===== src/shared/timer_pwm_params.svh =====
// Purpose: Offsets, field positions, reset values and counts of the PWM timer
// Assumes: APB with byte addresses on paddr[7:0]
// Notes:   Definitions only
`ifndef TIMER_PWM_PARAMS_SVH
`define TIMER_PWM_PARAMS_SVH

// ==========================================================================
// Register offsets
`define OFS_CTRL_A     8'h00
`define OFS_CTRL_B     8'h04
`define OFS_STATUS     8'h08
`define OFS_CAP1_HI    8'h0C
`define OFS_CAP1_LO    8'h10
`define OFS_CMP1_HI    8'h14
`define OFS_CMP1_LO    8'h18
`define OFS_CMP2_HI    8'h1C
`define OFS_CMP2_LO    8'h20
`define OFS_CNT_HI     8'h24
`define OFS_CNT_LO     8'h28
`define OFS_ALT_HI     8'h2C
`define OFS_ALT_LO     8'h30
`define OFS_CAP2_HI    8'h34
`define OFS_CAP2_LO    8'h38
`define OFS_SYS        8'h3C

// ==========================================================================
// Field positions of timer_control_a
`define BIT_CAP_IE     7
`define BIT_CMP_IE     6
`define BIT_OVF_IE     5
`define BIT_FORCE_TWO  4
`define BIT_FORCE_ONE  3
`define BIT_LVL_TWO    2
`define BIT_EDGE_ONE   1
`define BIT_LVL_ONE    0
// Field positions of timer_control_b
`define BIT_PIN_EN_ONE 7
`define BIT_PIN_EN_TWO 6
`define BIT_ONE_SHOT   5
`define BIT_PWM        4
`define BIT_CLK_HI     3
`define BIT_CLK_LO     2
`define BIT_EDGE_TWO   1
`define BIT_EXT_EDGE   0
// Flag vector index, status bit = index + 3
`define FLG_CAPF1      4
`define FLG_CMPF1      3
`define FLG_OVF        2
`define FLG_CAPF2      1
`define FLG_CMPF2      0
`define BIT_TIMER_OFF  2
`define BIT_IRQ_MASK   0

// ==========================================================================
// Encodings and values
`define CLK_DIV4       2'b00
`define CLK_DIV2       2'b01
`define CLK_DIV8       2'b10
`define CLK_EXT        2'b11
`define PRE_DIV2       3'h1
`define PRE_DIV4       3'h3
`define PRE_DIV8       3'h7
`define CNT_RELOAD     16'hFFFC
`define CNT_MAX        16'hFFFF
`define CMP_RESET      16'h8000
`define CTRL_RESET     8'h00
`define MASK_RESET     1'b1

`endif


===== src/shared/timer_pwm_pkg.sv =====
// Purpose: Types of the PWM timer
// Assumes: Nothing
// Notes:   One-hot power state
package timer_pwm_pkg;
  // ========================================================================
  // Power state
  typedef enum logic [1:0] {
    ST_RUN  = 2'b01,
    ST_HALT = 2'b10
  } power_state_e;
endpackage


===== src/hw/timer_pwm_interrupt_control.sv =====
// Purpose: 16-bit timer with PWM mode, captures, flags and interrupt request
// Assumes: APB slave, one clock pclk at 25 MHz, pins synchronised here
// Notes:   Answers every transfer after one wait cycle
//
// What this block does
// RQ1: PWM mode makes a cyclic output from duty and period compare values.
// RQ2: PWM mode takes over compare one and period compare entirely.
// RQ3: Compare values double-buffered in PWM, applied only at period match.
// RQ4: Duty match drives duty level; period match drives period level on pin.
// RQ5: Software loads compares, levels, pin enable, PWM bit and clock select.
// RQ6: Duty level 1, period level 0 gives high pulse of period minus duty.
// RQ7: Equal levels keep the pin steady at that level.
// RQ8: Counter ticks at CPU clock over 2, 4, 8, or external edges.
// RQ9: PWM period match reloads the counter with FFFC.
// RQ10: High byte write suspends that compare until low byte written.
// RQ11: Compare flags never set by hardware in PWM mode.
// RQ12: PWM period match sets capture flag one; interrupt if enabled, unmasked.
// RQ13: PWM disconnects capture one; capture two still works.
// RQ14: PWM bit wins over single-pulse bit.
// RQ15: Wait state leaves timer running; its interrupt wakes the device.
// RQ16: Halt freezes counter and prescaler, registers stay accessible; resumes from held value.
// RQ17: Capture edge in halt arms; wake sets flag and captures counter.
// RQ18: One interrupt output, each event gated by its enable and global mask.
// RQ19: Three control/status registers plus six 16-bit data register pairs.
// RQ20: Control register a is 8-bit RW, reset 00, fixed bit order.
// RQ21: Capture enable raises interrupt on either capture flag.
// RQ22: Compare enable raises interrupt on either compare flag.
// RQ23: Clock select 00 div4, 01 div2, 10 div8, 11 external.
// RQ24: Overflow enable raises interrupt on overflow flag.
// RQ25: Period level is driven on the output pin at period match.
// RQ26: Capture flag one cleared by status read then capture one low access.
// RQ27: Counter advances one per tick; compares checked every tick.
`include "timer_pwm_params.svh"
`timescale 1ns/1ps

module timer_pwm_interrupt_control (
  input  wire logic        pclk,
  input  wire logic        presetn,
  input  wire logic        psel,
  input  wire logic        penable,
  input  wire logic        pwrite,
  input  wire logic [7:0]  paddr,
  input  wire logic [31:0] pwdata,
  output logic      [31:0] prdata,
  output logic             pready,
  output logic             pslverr,
  input  wire logic        capture_input_one,
  input  wire logic        capture_input_two,
  input  wire logic        ext_clk_pin,
  input  wire logic        halt_mode,
  output logic             pwm_out_pin,
  output logic             compare_out_two,
  output logic             timer_irq
);

  // ========================================================================
  // Pin synchronisers
  logic [2:0] meta_ff, sync_ff, sync_d_ff, nxt_meta;
  always_comb begin
    nxt_meta = {ext_clk_pin, capture_input_two, capture_input_one};
  end
  always_ff @(posedge pclk or negedge presetn) begin
    if (!presetn) begin
      meta_ff   <= 3'h0;
      sync_ff   <= 3'h0;
      sync_d_ff <= 3'h0;
    end else begin
      meta_ff   <= nxt_meta;
      sync_ff   <= meta_ff;
      sync_d_ff <= sync_ff;
    end
  end

  // ========================================================================
  // Register state
  logic [7:0]  ctrl_a_ff, ctrl_b_ff, nxt_ctrl_a, nxt_ctrl_b;
  logic        timer_off_ff, irq_mask_ff, nxt_timer_off, nxt_irq_mask;
  logic [15:0] cmp1_ff, cmp2_ff, nxt_cmp1, nxt_cmp2;
  logic [1:0]  inhibit_ff, nxt_inhibit;
  logic [15:0] cnt_ff, duty_act_ff, period_act_ff, nxt_cnt, nxt_duty_act, nxt_period_act;
  logic [2:0]  pre_ff, nxt_pre;
  logic        lat1_ff, lat2_ff, nxt_lat1, nxt_lat2;
  logic        pwm_out_ff, out_two_ff, nxt_pwm_out, nxt_out_two;
  logic [4:0]  flags_ff, clr_arm_ff, nxt_flags, nxt_clr_arm;
  logic [15:0] cap1_ff, cap2_ff, nxt_cap1, nxt_cap2;
  logic [1:0]  arm_ff, nxt_arm;
  logic        irq_ff, nxt_irq;
  timer_pwm_pkg::power_state_e state_ff, nxt_state;
  logic        pready_ff, pslverr_ff, nxt_pready, nxt_pslverr;
  logic [31:0] prdata_ff, nxt_prdata;

  // ========================================================================
  // Decoded controls
  logic       pwm_on, one_shot_on, halted, exit_halt, run, tick;
  logic       cap1_edge, cap2_edge, ext_edge, m1, m2, reload, ovf_ev;
  logic [1:0] clk_sel;
  logic [2:0] rise, fall;
  logic       done, wr_done, rd_done;

  assign pwm_on      = ctrl_b_ff[`BIT_PWM];                                  // [RQ2]
  assign one_shot_on = ctrl_b_ff[`BIT_ONE_SHOT] & ~pwm_on;                   // [RQ14]
  assign clk_sel     = ctrl_b_ff[`BIT_CLK_HI:`BIT_CLK_LO];
  assign halted      = (state_ff == timer_pwm_pkg::ST_HALT);
  assign exit_halt   = halted & ~halt_mode;
  assign run         = ~halted & ~timer_off_ff;                              // [RQ15] [RQ16]
  assign rise        = sync_ff & ~sync_d_ff;
  assign fall        = ~sync_ff & sync_d_ff;
  assign cap1_edge   = ctrl_a_ff[`BIT_EDGE_ONE] ? rise[0] : fall[0];
  assign cap2_edge   = ctrl_b_ff[`BIT_EDGE_TWO] ? rise[1] : fall[1];
  assign ext_edge    = ctrl_b_ff[`BIT_EXT_EDGE] ? rise[2] : fall[2];
  assign done        = psel & penable & pready_ff;
  assign wr_done     = done & pwrite;
  assign rd_done     = done & ~pwrite;

  always_comb begin
    case (clk_sel)                                                           // [RQ8] [RQ23]
      `CLK_DIV4: tick = run & ((pre_ff & `PRE_DIV4) == `PRE_DIV4);
      `CLK_DIV2: tick = run & ((pre_ff & `PRE_DIV2) == `PRE_DIV2);
      `CLK_DIV8: tick = run & (pre_ff == `PRE_DIV8);
      `CLK_EXT:  tick = run & ext_edge;
      default:   tick = 1'b0;
    endcase
  end

  assign m1     = tick & (cnt_ff == duty_act_ff) & ~inhibit_ff[0];           // [RQ10] [RQ27]
  assign m2     = tick & (cnt_ff == period_act_ff) & ~inhibit_ff[1];         // [RQ10] [RQ27]
  assign reload = pwm_on & m2;
  assign ovf_ev = tick & (cnt_ff == `CNT_MAX) & ~reload;

  // ========================================================================
  // APB slave and register file
  function automatic logic acc(input logic [7:0] ofs);
    acc = done & (paddr == ofs);
  endfunction

  always_comb begin
    nxt_pready  = psel & penable & ~pready_ff;
    nxt_pslverr = 1'b0;
    nxt_prdata  = prdata_ff;
    if (psel & penable & ~pready_ff) begin
      nxt_prdata = 32'h0;
      case (paddr)                                                           // [RQ19]
        `OFS_CTRL_A:  nxt_prdata[7:0] = ctrl_a_ff;
        `OFS_CTRL_B:  nxt_prdata[7:0] = ctrl_b_ff;
        `OFS_STATUS:  nxt_prdata[7:0] = {flags_ff, timer_off_ff, 2'b00};
        `OFS_CAP1_HI: nxt_prdata[7:0] = cap1_ff[15:8];
        `OFS_CAP1_LO: nxt_prdata[7:0] = cap1_ff[7:0];
        `OFS_CMP1_HI: nxt_prdata[7:0] = cmp1_ff[15:8];
        `OFS_CMP1_LO: nxt_prdata[7:0] = cmp1_ff[7:0];
        `OFS_CMP2_HI: nxt_prdata[7:0] = cmp2_ff[15:8];
        `OFS_CMP2_LO: nxt_prdata[7:0] = cmp2_ff[7:0];
        `OFS_CNT_HI, `OFS_ALT_HI: nxt_prdata[7:0] = cnt_ff[15:8];
        `OFS_CNT_LO, `OFS_ALT_LO: nxt_prdata[7:0] = cnt_ff[7:0];
        `OFS_CAP2_HI: nxt_prdata[7:0] = cap2_ff[15:8];
        `OFS_CAP2_LO: nxt_prdata[7:0] = cap2_ff[7:0];
        `OFS_SYS:     nxt_prdata[`BIT_IRQ_MASK] = irq_mask_ff;
        default:      nxt_pslverr = 1'b1;
      endcase
    end
  end

  always_comb begin
    nxt_ctrl_a    = ctrl_a_ff;
    nxt_ctrl_b    = ctrl_b_ff;
    nxt_timer_off = timer_off_ff;
    nxt_irq_mask  = irq_mask_ff;
    nxt_cmp1      = cmp1_ff;
    nxt_cmp2      = cmp2_ff;
    nxt_inhibit   = inhibit_ff;
    if (wr_done) begin
      case (paddr)
        `OFS_CTRL_A:  nxt_ctrl_a = pwdata[7:0];                              // [RQ20]
        `OFS_CTRL_B:  nxt_ctrl_b = pwdata[7:0];                              // [RQ5]
        `OFS_STATUS:  nxt_timer_off = pwdata[`BIT_TIMER_OFF];
        `OFS_SYS:     nxt_irq_mask = pwdata[`BIT_IRQ_MASK];
        `OFS_CMP1_HI: begin
          nxt_cmp1[15:8] = pwdata[7:0];
          nxt_inhibit[0] = 1'b1;                                             // [RQ10]
        end
        `OFS_CMP1_LO: begin
          nxt_cmp1[7:0]  = pwdata[7:0];
          nxt_inhibit[0] = 1'b0;                                             // [RQ10]
        end
        `OFS_CMP2_HI: begin
          nxt_cmp2[15:8] = pwdata[7:0];
          nxt_inhibit[1] = 1'b1;                                             // [RQ10]
        end
        `OFS_CMP2_LO: begin
          nxt_cmp2[7:0]  = pwdata[7:0];
          nxt_inhibit[1] = 1'b0;                                             // [RQ10]
        end
        default: ;
      endcase
    end
  end

  always_ff @(posedge pclk or negedge presetn) begin
    if (!presetn) begin
      pready_ff    <= 1'b0;
      pslverr_ff   <= 1'b0;
      prdata_ff    <= 32'h0;
      ctrl_a_ff    <= `CTRL_RESET;
      ctrl_b_ff    <= `CTRL_RESET;
      timer_off_ff <= 1'b0;
      irq_mask_ff  <= `MASK_RESET;
      cmp1_ff      <= `CMP_RESET;
      cmp2_ff      <= `CMP_RESET;
      inhibit_ff   <= 2'b00;
    end else begin
      pready_ff    <= nxt_pready;
      pslverr_ff   <= nxt_pslverr;
      prdata_ff    <= nxt_prdata;
      ctrl_a_ff    <= nxt_ctrl_a;
      ctrl_b_ff    <= nxt_ctrl_b;
      timer_off_ff <= nxt_timer_off;
      irq_mask_ff  <= nxt_irq_mask;
      cmp1_ff      <= nxt_cmp1;
      cmp2_ff      <= nxt_cmp2;
      inhibit_ff   <= nxt_inhibit;
    end
  end

  // ========================================================================
  // Prescaler, counter, compare and output pins
  always_comb begin
    nxt_pre        = run ? pre_ff + 3'h1 : pre_ff;
    nxt_cnt        = cnt_ff;
    nxt_duty_act   = duty_act_ff;
    nxt_period_act = period_act_ff;
    nxt_lat1       = lat1_ff;
    nxt_lat2       = lat2_ff;
    if (tick) begin
      nxt_cnt = reload ? `CNT_RELOAD : cnt_ff + 16'h1;                       // [RQ9] [RQ27]
    end
    if (!pwm_on || reload) begin
      nxt_duty_act   = cmp1_ff;                                              // [RQ3]
      nxt_period_act = cmp2_ff;                                              // [RQ3]
    end
    if (pwm_on) begin
      if (m2) begin
        nxt_lat1 = ctrl_a_ff[`BIT_LVL_TWO];                                  // [RQ4] [RQ25] [RQ1]
      end else if (m1) begin
        nxt_lat1 = ctrl_a_ff[`BIT_LVL_ONE];                                  // [RQ4] [RQ6] [RQ7]
      end
    end else begin
      if (m1 || ctrl_a_ff[`BIT_FORCE_ONE]) begin
        nxt_lat1 = ctrl_a_ff[`BIT_LVL_ONE];
      end
      if (m2 || ctrl_a_ff[`BIT_FORCE_TWO]) begin
        nxt_lat2 = ctrl_a_ff[`BIT_LVL_TWO];
      end
    end
    nxt_pwm_out = nxt_lat1 & ctrl_b_ff[`BIT_PIN_EN_ONE] & ~timer_off_ff;
    nxt_out_two = nxt_lat2 & ctrl_b_ff[`BIT_PIN_EN_TWO] & ~timer_off_ff & ~pwm_on; // [RQ2]
  end

  always_ff @(posedge pclk or negedge presetn) begin
    if (!presetn) begin
      pre_ff        <= 3'h0;
      cnt_ff        <= `CNT_RELOAD;
      duty_act_ff   <= `CMP_RESET;
      period_act_ff <= `CMP_RESET;
      lat1_ff       <= 1'b0;
      lat2_ff       <= 1'b0;
      pwm_out_ff    <= 1'b0;
      out_two_ff    <= 1'b0;
    end else begin
      pre_ff        <= nxt_pre;
      cnt_ff        <= nxt_cnt;
      duty_act_ff   <= nxt_duty_act;
      period_act_ff <= nxt_period_act;
      lat1_ff       <= nxt_lat1;
      lat2_ff       <= nxt_lat2;
      pwm_out_ff    <= nxt_pwm_out;
      out_two_ff    <= nxt_out_two;
    end
  end

  // ========================================================================
  // Power state, captures, flags and interrupt
  logic [4:0] set_ev, clr_acc;
  logic       cap1_take, cap2_take;

  always_comb begin
    nxt_state = state_ff;
    case (state_ff)
      timer_pwm_pkg::ST_RUN:  nxt_state = halt_mode ? timer_pwm_pkg::ST_HALT : timer_pwm_pkg::ST_RUN;
      timer_pwm_pkg::ST_HALT: nxt_state = halt_mode ? timer_pwm_pkg::ST_HALT : timer_pwm_pkg::ST_RUN;
      default:                nxt_state = timer_pwm_pkg::ST_RUN;
    endcase
  end

  always_comb begin
    nxt_arm   = arm_ff;
    cap1_take = ~pwm_on & ((~halted & cap1_edge) | (exit_halt & arm_ff[0]));  // [RQ13] [RQ17]
    cap2_take = (~halted & cap2_edge) | (exit_halt & arm_ff[1]);             // [RQ13] [RQ17]
    if (halted) begin
      nxt_arm = arm_ff | {cap2_edge, cap1_edge & ~pwm_on};                   // [RQ17]
    end
    if (exit_halt) begin
      nxt_arm = 2'b00;
    end
    nxt_cap1 = cap1_take ? cnt_ff : cap1_ff;
    nxt_cap2 = cap2_take ? cnt_ff : cap2_ff;
    set_ev[`FLG_CAPF1] = cap1_take | reload;                                 // [RQ12]
    set_ev[`FLG_CMPF1] = m1 & ~pwm_on & ~one_shot_on;                        // [RQ11]
    set_ev[`FLG_OVF]   = ovf_ev;
    set_ev[`FLG_CAPF2] = cap2_take;
    set_ev[`FLG_CMPF2] = m2 & ~pwm_on;                                       // [RQ11]
    clr_acc[`FLG_CAPF1] = acc(`OFS_CAP1_LO);                                 // [RQ26]
    clr_acc[`FLG_CMPF1] = acc(`OFS_CMP1_LO);
    clr_acc[`FLG_OVF]   = acc(`OFS_CNT_LO);
    clr_acc[`FLG_CAPF2] = acc(`OFS_CAP2_LO);
    clr_acc[`FLG_CMPF2] = acc(`OFS_CMP2_LO);
    nxt_clr_arm = clr_arm_ff & ~clr_acc;
    if (rd_done && paddr == `OFS_STATUS) begin
      nxt_clr_arm = flags_ff;                                                // [RQ26]
    end
    nxt_flags = set_ev | (flags_ff & ~(clr_arm_ff & clr_acc));               // [RQ26]
    nxt_irq   = ~irq_mask_ff & (                                             // [RQ18] [RQ15]
                (ctrl_a_ff[`BIT_CAP_IE] & (flags_ff[`FLG_CAPF1] | flags_ff[`FLG_CAPF2])) | // [RQ21] [RQ12]
                (ctrl_a_ff[`BIT_CMP_IE] & (flags_ff[`FLG_CMPF1] | flags_ff[`FLG_CMPF2])) | // [RQ22]
                (ctrl_a_ff[`BIT_OVF_IE] & flags_ff[`FLG_OVF]));              // [RQ24]
  end

  always_ff @(posedge pclk or negedge presetn) begin
    if (!presetn) begin
      state_ff   <= timer_pwm_pkg::ST_RUN;
      arm_ff     <= 2'b00;
      cap1_ff    <= 16'h0;
      cap2_ff    <= 16'h0;
      flags_ff   <= 5'h00;
      clr_arm_ff <= 5'h00;
      irq_ff     <= 1'b0;
    end else begin
      state_ff   <= nxt_state;
      arm_ff     <= nxt_arm;
      cap1_ff    <= nxt_cap1;
      cap2_ff    <= nxt_cap2;
      flags_ff   <= nxt_flags;
      clr_arm_ff <= nxt_clr_arm;
      irq_ff     <= nxt_irq;
    end
  end

  assign prdata          = prdata_ff;
  assign pready          = pready_ff;
  assign pslverr         = pslverr_ff;
  assign pwm_out_pin     = pwm_out_ff;
  assign compare_out_two = out_two_ff;
  assign timer_irq       = irq_ff;
endmodule // timer_pwm_interrupt_control


===== config.mk =====
export PLATFORM = sky130hd
export DESIGN_NAME = timer_pwm_interrupt_control
export DESIGN_NICKNAME = d
export VERILOG_FILES = /design/src/shared/timer_pwm_pkg.sv /design/src/hw/timer_pwm_interrupt_control.sv
export VERILOG_INCLUDE_DIRS = /design/src /design/src/shared
export SDC_FILE = /design/constraint.sdc
export NUM_CORES = 1
export LEC_CHECK = 0
export BUFFER_PORTS_ARGS = -buffer_cell sky130_fd_sc_hd__buf_2
export CAP_MARGIN = 20
export CORE_MARGIN = 1.5
export CORE_UTILIZATION = 37
export CTS_CLUSTER_SIZE = 14
export DETAILED_ROUTE_END_ITERATION = 6
export SYNTH_ARGS = -nofsm -noshare
export SYNTH_HDL_FRONTEND = slang
export SYNTH_SLANG_ARGS = --single-unit

===== constraint.sdc =====
create_clock -name pclk -period 3.07 [get_ports pclk]
set_input_delay 0.614 -clock pclk [delete_from_list [all_inputs] [get_ports pclk]]
set_output_delay 0.614 -clock pclk [all_outputs]
set_load 0.05 [all_outputs]

**Word level (Yosys, flattened, before mapping)**

Cells that the tools add are included.

- Add/sub/neg operators: 2
- Multipliers: 0
- Divide/modulo/power cells: 0
- $lt $le $gt $ge: 0
- Equality and inequality tests: 25
- Shift-type cells: 0
- Multiplexer cells: 22
- Bitwise gates (word level): 71
- Reductions and logical operators: 24

Operators by type and width:

| operator | count |
|---|---|
| one-hot mux 7 bit (13 select lines) | 1 |
| equality test 8 x 6 -> 1 bit, second input constant | 8 |
| bitwise AND 1 bit | 42 |
| equality test 16 bit | 2 |
| equality test 8 x 5 -> 1 bit, second input constant | 4 |
| AND reduction 2 bit | 10 |
| adder 16 x 1 -> 16 bit, second input constant | 1 |
| equality test 16 bit, second input constant | 1 |
| equality test 8 x 4 -> 1 bit, second input constant | 2 |
| two-way mux 16 bit | 1 |
| OR reduction 16 bit | 1 |
| bitwise AND 5 bit | 3 |
| one-hot mux 1 bit (13 select lines) | 1 |
| two-way mux 1 bit | 11 |
| inverter 1 bit | 11 |
| inverter 5 bit | 2 |
| equality test 2 bit, second input constant | 4 |
| equality test 8 x 3 -> 1 bit, second input constant | 1 |
| zero test 8 bit | 1 |
| two-way mux 2 bit | 4 |
| OR 1 bit | 7 |
| bitwise AND 3 bit | 2 |
| inverter 3 bit | 2 |
| nonzero test 2 bit | 3 |
| other kinds (13) | 19 |

- Register bits: 173
- Latch bits: 0
- RAM bits: 0
- Bits in read-only memories: 0
- Input port bits: 49
- Output and inout port bits: 37
- Memories kept: 0

**Logic depth before layout (Yosys ltp)**

- Word-level depth: 13
- Mapped depth: 11
- Depth with buffers taken out: 8

**Worst setup path before layout**

Ideal clock, no wire load.

- Kind: flip-flop to flip-flop
- Start: register state_ff[0]
- End: register lat1_ff
- Library setup time: 125 ps
- Data arrival time: 2204 ps
- Data required time: 2945 ps
- Slack: 741 ps
- Stages on the path, launching flop included: 11
- Path buffers: 2
- Period minus slack after synthesis: 2329 ps
- Path through: dfstp_2 inv_1 ha_1 clkbuf_1 nor2_2 o21ai_1 and2b_1 nand4_4 or2_0 buf_6 mux2_4

- Word-level cells in the longest chain between the ends: 10
- Elaborated cells between the ends (all ways): 17
- Those cells by class: 1 x eq/ne; 5 x mux; 10 x bitwise; 1 x reduce/logical

RTL lines:

| what | RTL line | source |
|---|---|---|
| start, declared | timer_pwm_interrupt_control.sv:88 | `timer_pwm_pkg::power_state_e state_ff, nxt_state;` |
| start signal, assigned | timer_pwm_interrupt_control.sv:328 | `state_ff <= timer_pwm_pkg::ST_RUN;` |
| start signal, assigned | timer_pwm_interrupt_control.sv:336 | `state_ff <= nxt_state;` |
| equality test 2 bit (*) | timer_pwm_interrupt_control.sv:103 | `assign halted = (state_ff == timer_pwm_pkg::ST_HALT);` |
| inverter 1 bit (*) | timer_pwm_interrupt_control.sv:105 | `assign run = ~halted & ~timer_off_ff;` |
| bitwise AND 1 bit (*) | timer_pwm_interrupt_control.sv:105 |  |
| bitwise AND 1 bit, on equally long branches | -- |  |
| one-hot mux 1 bit (4 select lines) (*) | timer_pwm_interrupt_control.sv:116 | `case (clk_sel)` |
| bitwise AND 1 bit (2 in a row) | timer_pwm_interrupt_control.sv:125 | `assign m1 = tick & (cnt_ff == duty_act_ff) & ~inhibit_ff[0];` |
| two-way mux 1 bit or logical OR 1 bit (tied branches) | timer_pwm_interrupt_control.sv:242, timer_pwm_interrupt_control.sv:246 |  |
| two-way mux 1 bit, on equally long branches | timer_pwm_interrupt_control.sv:240, timer_pwm_interrupt_control.sv:246 |  |
| two-way mux 1 bit (*) | timer_pwm_interrupt_control.sv:239 | `if (pwm_on) begin` |
| net nxt_lat1 | timer_pwm_interrupt_control.sv:82 | `logic lat1_ff, lat2_ff, nxt_lat1, nxt_lat2;` |
| end signal, assigned | timer_pwm_interrupt_control.sv:272 | `lat1_ff <= nxt_lat1;` |
| end, declared | timer_pwm_interrupt_control.sv:82 |  |

Mark *: on every way through the listed nets, which the timed path passes. The rest lies on a longest branch.
A chain may end at the register's enable or synchronous reset.

**Worst setup path in the final report**

- Start: register pre_ff[0]
- End: register lat1_ff

- Word-level cells in the longest chain between the ends: 8
- Elaborated cells between the ends (all ways): 15
- Those cells by class: 2 x eq/ne; 5 x mux; 7 x bitwise; 1 x reduce/logical

RTL lines:

| what | RTL line | source |
|---|---|---|
| start, declared | timer_pwm_interrupt_control.sv:81 | `logic [2:0] pre_ff, nxt_pre;` |
| start signal, assigned | timer_pwm_interrupt_control.sv:268 | `pre_ff <= nxt_pre;` |
| equality test 3 bit (no source line) or equality test 2 bit (tied branches) | -- |  |
| bitwise AND 1 bit, on equally long branches | timer_pwm_interrupt_control.sv:119, timer_pwm_interrupt_control.sv:117 |  |
| one-hot mux 1 bit (4 select lines) (*) | timer_pwm_interrupt_control.sv:116 |  |
| bitwise AND 1 bit (2 in a row) | timer_pwm_interrupt_control.sv:125 |  |
| two-way mux 1 bit or logical OR 1 bit (tied branches) | timer_pwm_interrupt_control.sv:242, timer_pwm_interrupt_control.sv:246 |  |
| two-way mux 1 bit, on equally long branches | timer_pwm_interrupt_control.sv:240, timer_pwm_interrupt_control.sv:246 |  |
| two-way mux 1 bit (*) | timer_pwm_interrupt_control.sv:239 |  |
| net nxt_lat1 | timer_pwm_interrupt_control.sv:82 |  |

Marks and branches as above.

==> results.tsv <==
metric	value	unit
Mean Syn Cell Area	11.7	sq um
compound-cell area share of the yosys netlist	0.0824	
Final Hold Viols	0	
RSZ-0062 raised after global routing	false	
1st-pass router iterations	5	
CTS root buf	clkbuf_16	
Multi-input gate area	3800	sq um
Tightest Pin Transition	0.638	ns
post-synthesis xor/xnor area fraction	0.0483	
Post-route DRC	0	
PortBufs	37	
GR Overflow Total	0	
WP data arrival	2.96	ns
register area	4350	sq um
worst skew pair latency	0.44	ns
post-DR vias/cell	5.56	
Synth Instances	727	
Finished Layout Cells	1073	
# Max-Cap Violations	0	
total number of vias	5970	
GP Congestion	0.917	
synth warn	0	
reg2reg start	pre_ff[0]	
Post-Route Setup TNS	0	ns
WL/cell	21.8	um
Worst EP required	3.39	ns
Syn Std Cell Area	8530	sq um
H-tree levels	4	
antenna-violating nets left	0	
top-count cell post-synth	dfrtp_1	
mux cell area share after synthesis	0.180	
Setup crit end	lat1_ff	
layout cells sized above 1	0.346	
post-synthesis simple-gate area fraction	0.117	
Post-CTS Hold Buffers	0	
R2R Path End	lat1_ff	
post-synth top area cell	dfrtp_1	
vias in the first global route	5868	
Synth Area in Adders	0.00587	
CTS tree	yes	
Rel. slew slack	0.575	
first-pass GRT wire length	36300	um
Clock Path Buffers	2	
initial antenna violation count	0	
CP Launch Point	pre_ff[0]	
critical path startpoint category	flip-flop	
Final nets	829	
Tcrit/Tclk final	0.862	
Top delay family on crit path	multiplexers	
post-cts sizing count	0	
area delta synth->final	13.7	%
DIE AREA	24000	sq um
post-synthesis sequential area ratio	0.510	
max-slew violations	0	
worst reg-to-reg setup slack	0.42	ns
Max Clk Rate	0.378	GHz
CP Capture Type	flip-flop	
Final Power	4.94	mW
worst hold path class	input pin to asynchronous set/reset pin	
status	finished, final reports clean	
Routed WL	23400	um
Synth cell types	73	
post-synthesis register bit count	173	
CP cell instances	ha_1 > ha_1 > mux2_2 > o21ai_1 > and2b_1 > a32oi_1 > mux2_2 > mux2_4	
Crit Path Max Fanout	6	
fin crit period	2.65	ns
Synth Flop Type	dfrtp_1	
number of core rows	55	
Crit. path cell count	8	
Synth top area share	0.449	
crit path kind	flip-flop to flip-flop	
Fill cells	2140	
Post-synth top cells	153 x dfrtp_1, 120 x mux2_2, 55 x nand2_1	
combinational family with the most area after synthesis	multiplexers	
leakage power total	4.47	nW
antenna cells	0	
placed wire-length estimate	16900	um
Pwr Density	509	nW/um^2
number of setup violations in the final report	0	
Final Skew	0.0198	ns
total track usage	0.205	
Worst-path clk slew	0.07	ns
DRT iter0 DRCs	533	
overall die height	155	um
Post-CTS Setup Bufs	0	
initial core utilization	0.377	
CTS sink count	173	
CORE AREA	22600	sq um
crit-path max cell delay	0.38	ns
Reg2Reg Depth	8	
Die Wd	155	um
Worst VDD drop	0.423	mV
Max stage delay cell, worst path	dfrtp_1	
I/O pin count	86	
placed insts	1042	
largest net degree at the start of global routing	64	
largest cells by area after synthesis	dfrtp_1 45%, mux2_2 16%, dfstp_2 6.2%, xnor2_1 3.6%, nand2_1 2.4%	
EDFF count, synth	0	
Post-synth ARST share	1.00	
WP buf/inv	0	
clock buffers created by TritonCTS	17	
==> report_power, final <==
group / internal, mW / switching (mW) / total [mW]
Combinational: 0.0814 / 0.247 / 0.329
Sequential: 2.31 / 0.0148 / 2.33
Clock: 1.32 / 0.966 / 2.28
Total: 3.71 / 1.23 / 4.94
==> metrics by stage <==
stage	utilization	hold slack [ns]	setup WS, ns	cell area [sq um]
final	0.428	0.168	0.425	9700
after global routing	0.428	0.211	0.323	9700
after CTS	0.428	0.182	0.407	9700
after detailed placement	0.401	0.336	0.440	9080
after global placement	0.401	0.334	0.430	9080
after floorplan	-	0.318	0.741	8620
==> layout make-up <==
class	count	area share
Sequential cell	173	0.449
Inverter	15	0.00593
Clock buffer	18	0.0453
Multi-Input combinational cell	492	0.392
Timing Repair Buffer	77	0.0533
Tap cell	285	0.0368
Clock inverter	13	0.0181
==> routing by layer <==
metal | routed length [um] | share of wire | track usage
met5 | 0 | 0 | 0
met1 | 10200 | 0.44 | 0.276
met4 | 760 | 0.032 | 0.0838
met3 | 1640 | 0.070 | 0.0468
met2 | 10800 | 0.46 | 0.319
==> how the worst min path moves through the flow <==
stage,from,endpoint,slack (ns),cells after the start
6_report,presetn,cmp1_ff[7],0.17,1
5_1_grt,presetn,duty_act_ff[7],0.21,1
4_1_cts,presetn,duty_act_ff[7],0.18,1
3_5_place_dp,meta_ff[1],sync_ff[1],0.34,0
3_3_place_gp,meta_ff[0],sync_ff[0],0.33,0
2_1_floorplan,presetn,arm_ff[0],0.32,0
==> flip-flops by register name (all words and copies together), names as in the netlist, 2 cells and up <==
signal	cells
arm_ff	2
cap1_ff	16
cap2_ff	16
clr_arm_ff	5
cmp1_ff	16
cmp2_ff	16
cnt_ff	16
ctrl_a_ff	8
ctrl_b_ff	8
duty_act_ff	16
flags_ff	5
inhibit_ff	2
meta_ff	3
period_act_ff	16
prdata	8
pre_ff	3
state_ff	2
sync_d_ff	3
sync_ff	3
==> logic make-up (layout without fill, tap and decap cells) <==
logic type	after synthesis	after routing
xor gates and xnor gates	47	47
muxes	133	133
AOI/OAI and AO/OA	102	102
buffers and inverters	85	123
adders and majority gates	4	4
and+or+nand+nor	182	182
other	1	24
DFF	173	173
==> cells in the final DEF, fill, tap and decap left out, types with 17 or more instances in the layout <==
cell and count:
dfrtp_1 153, nand2_1 55, dfstp_2 20, nor2_1 28, buf_4 38, nand3_1 21
buf_2 36, xnor2_1 35, nor3_1 17, o21ai_0 29, clkbuf_16 17, mux2_2 120
conb_1 24
Power figures use the tool's default switching activity.
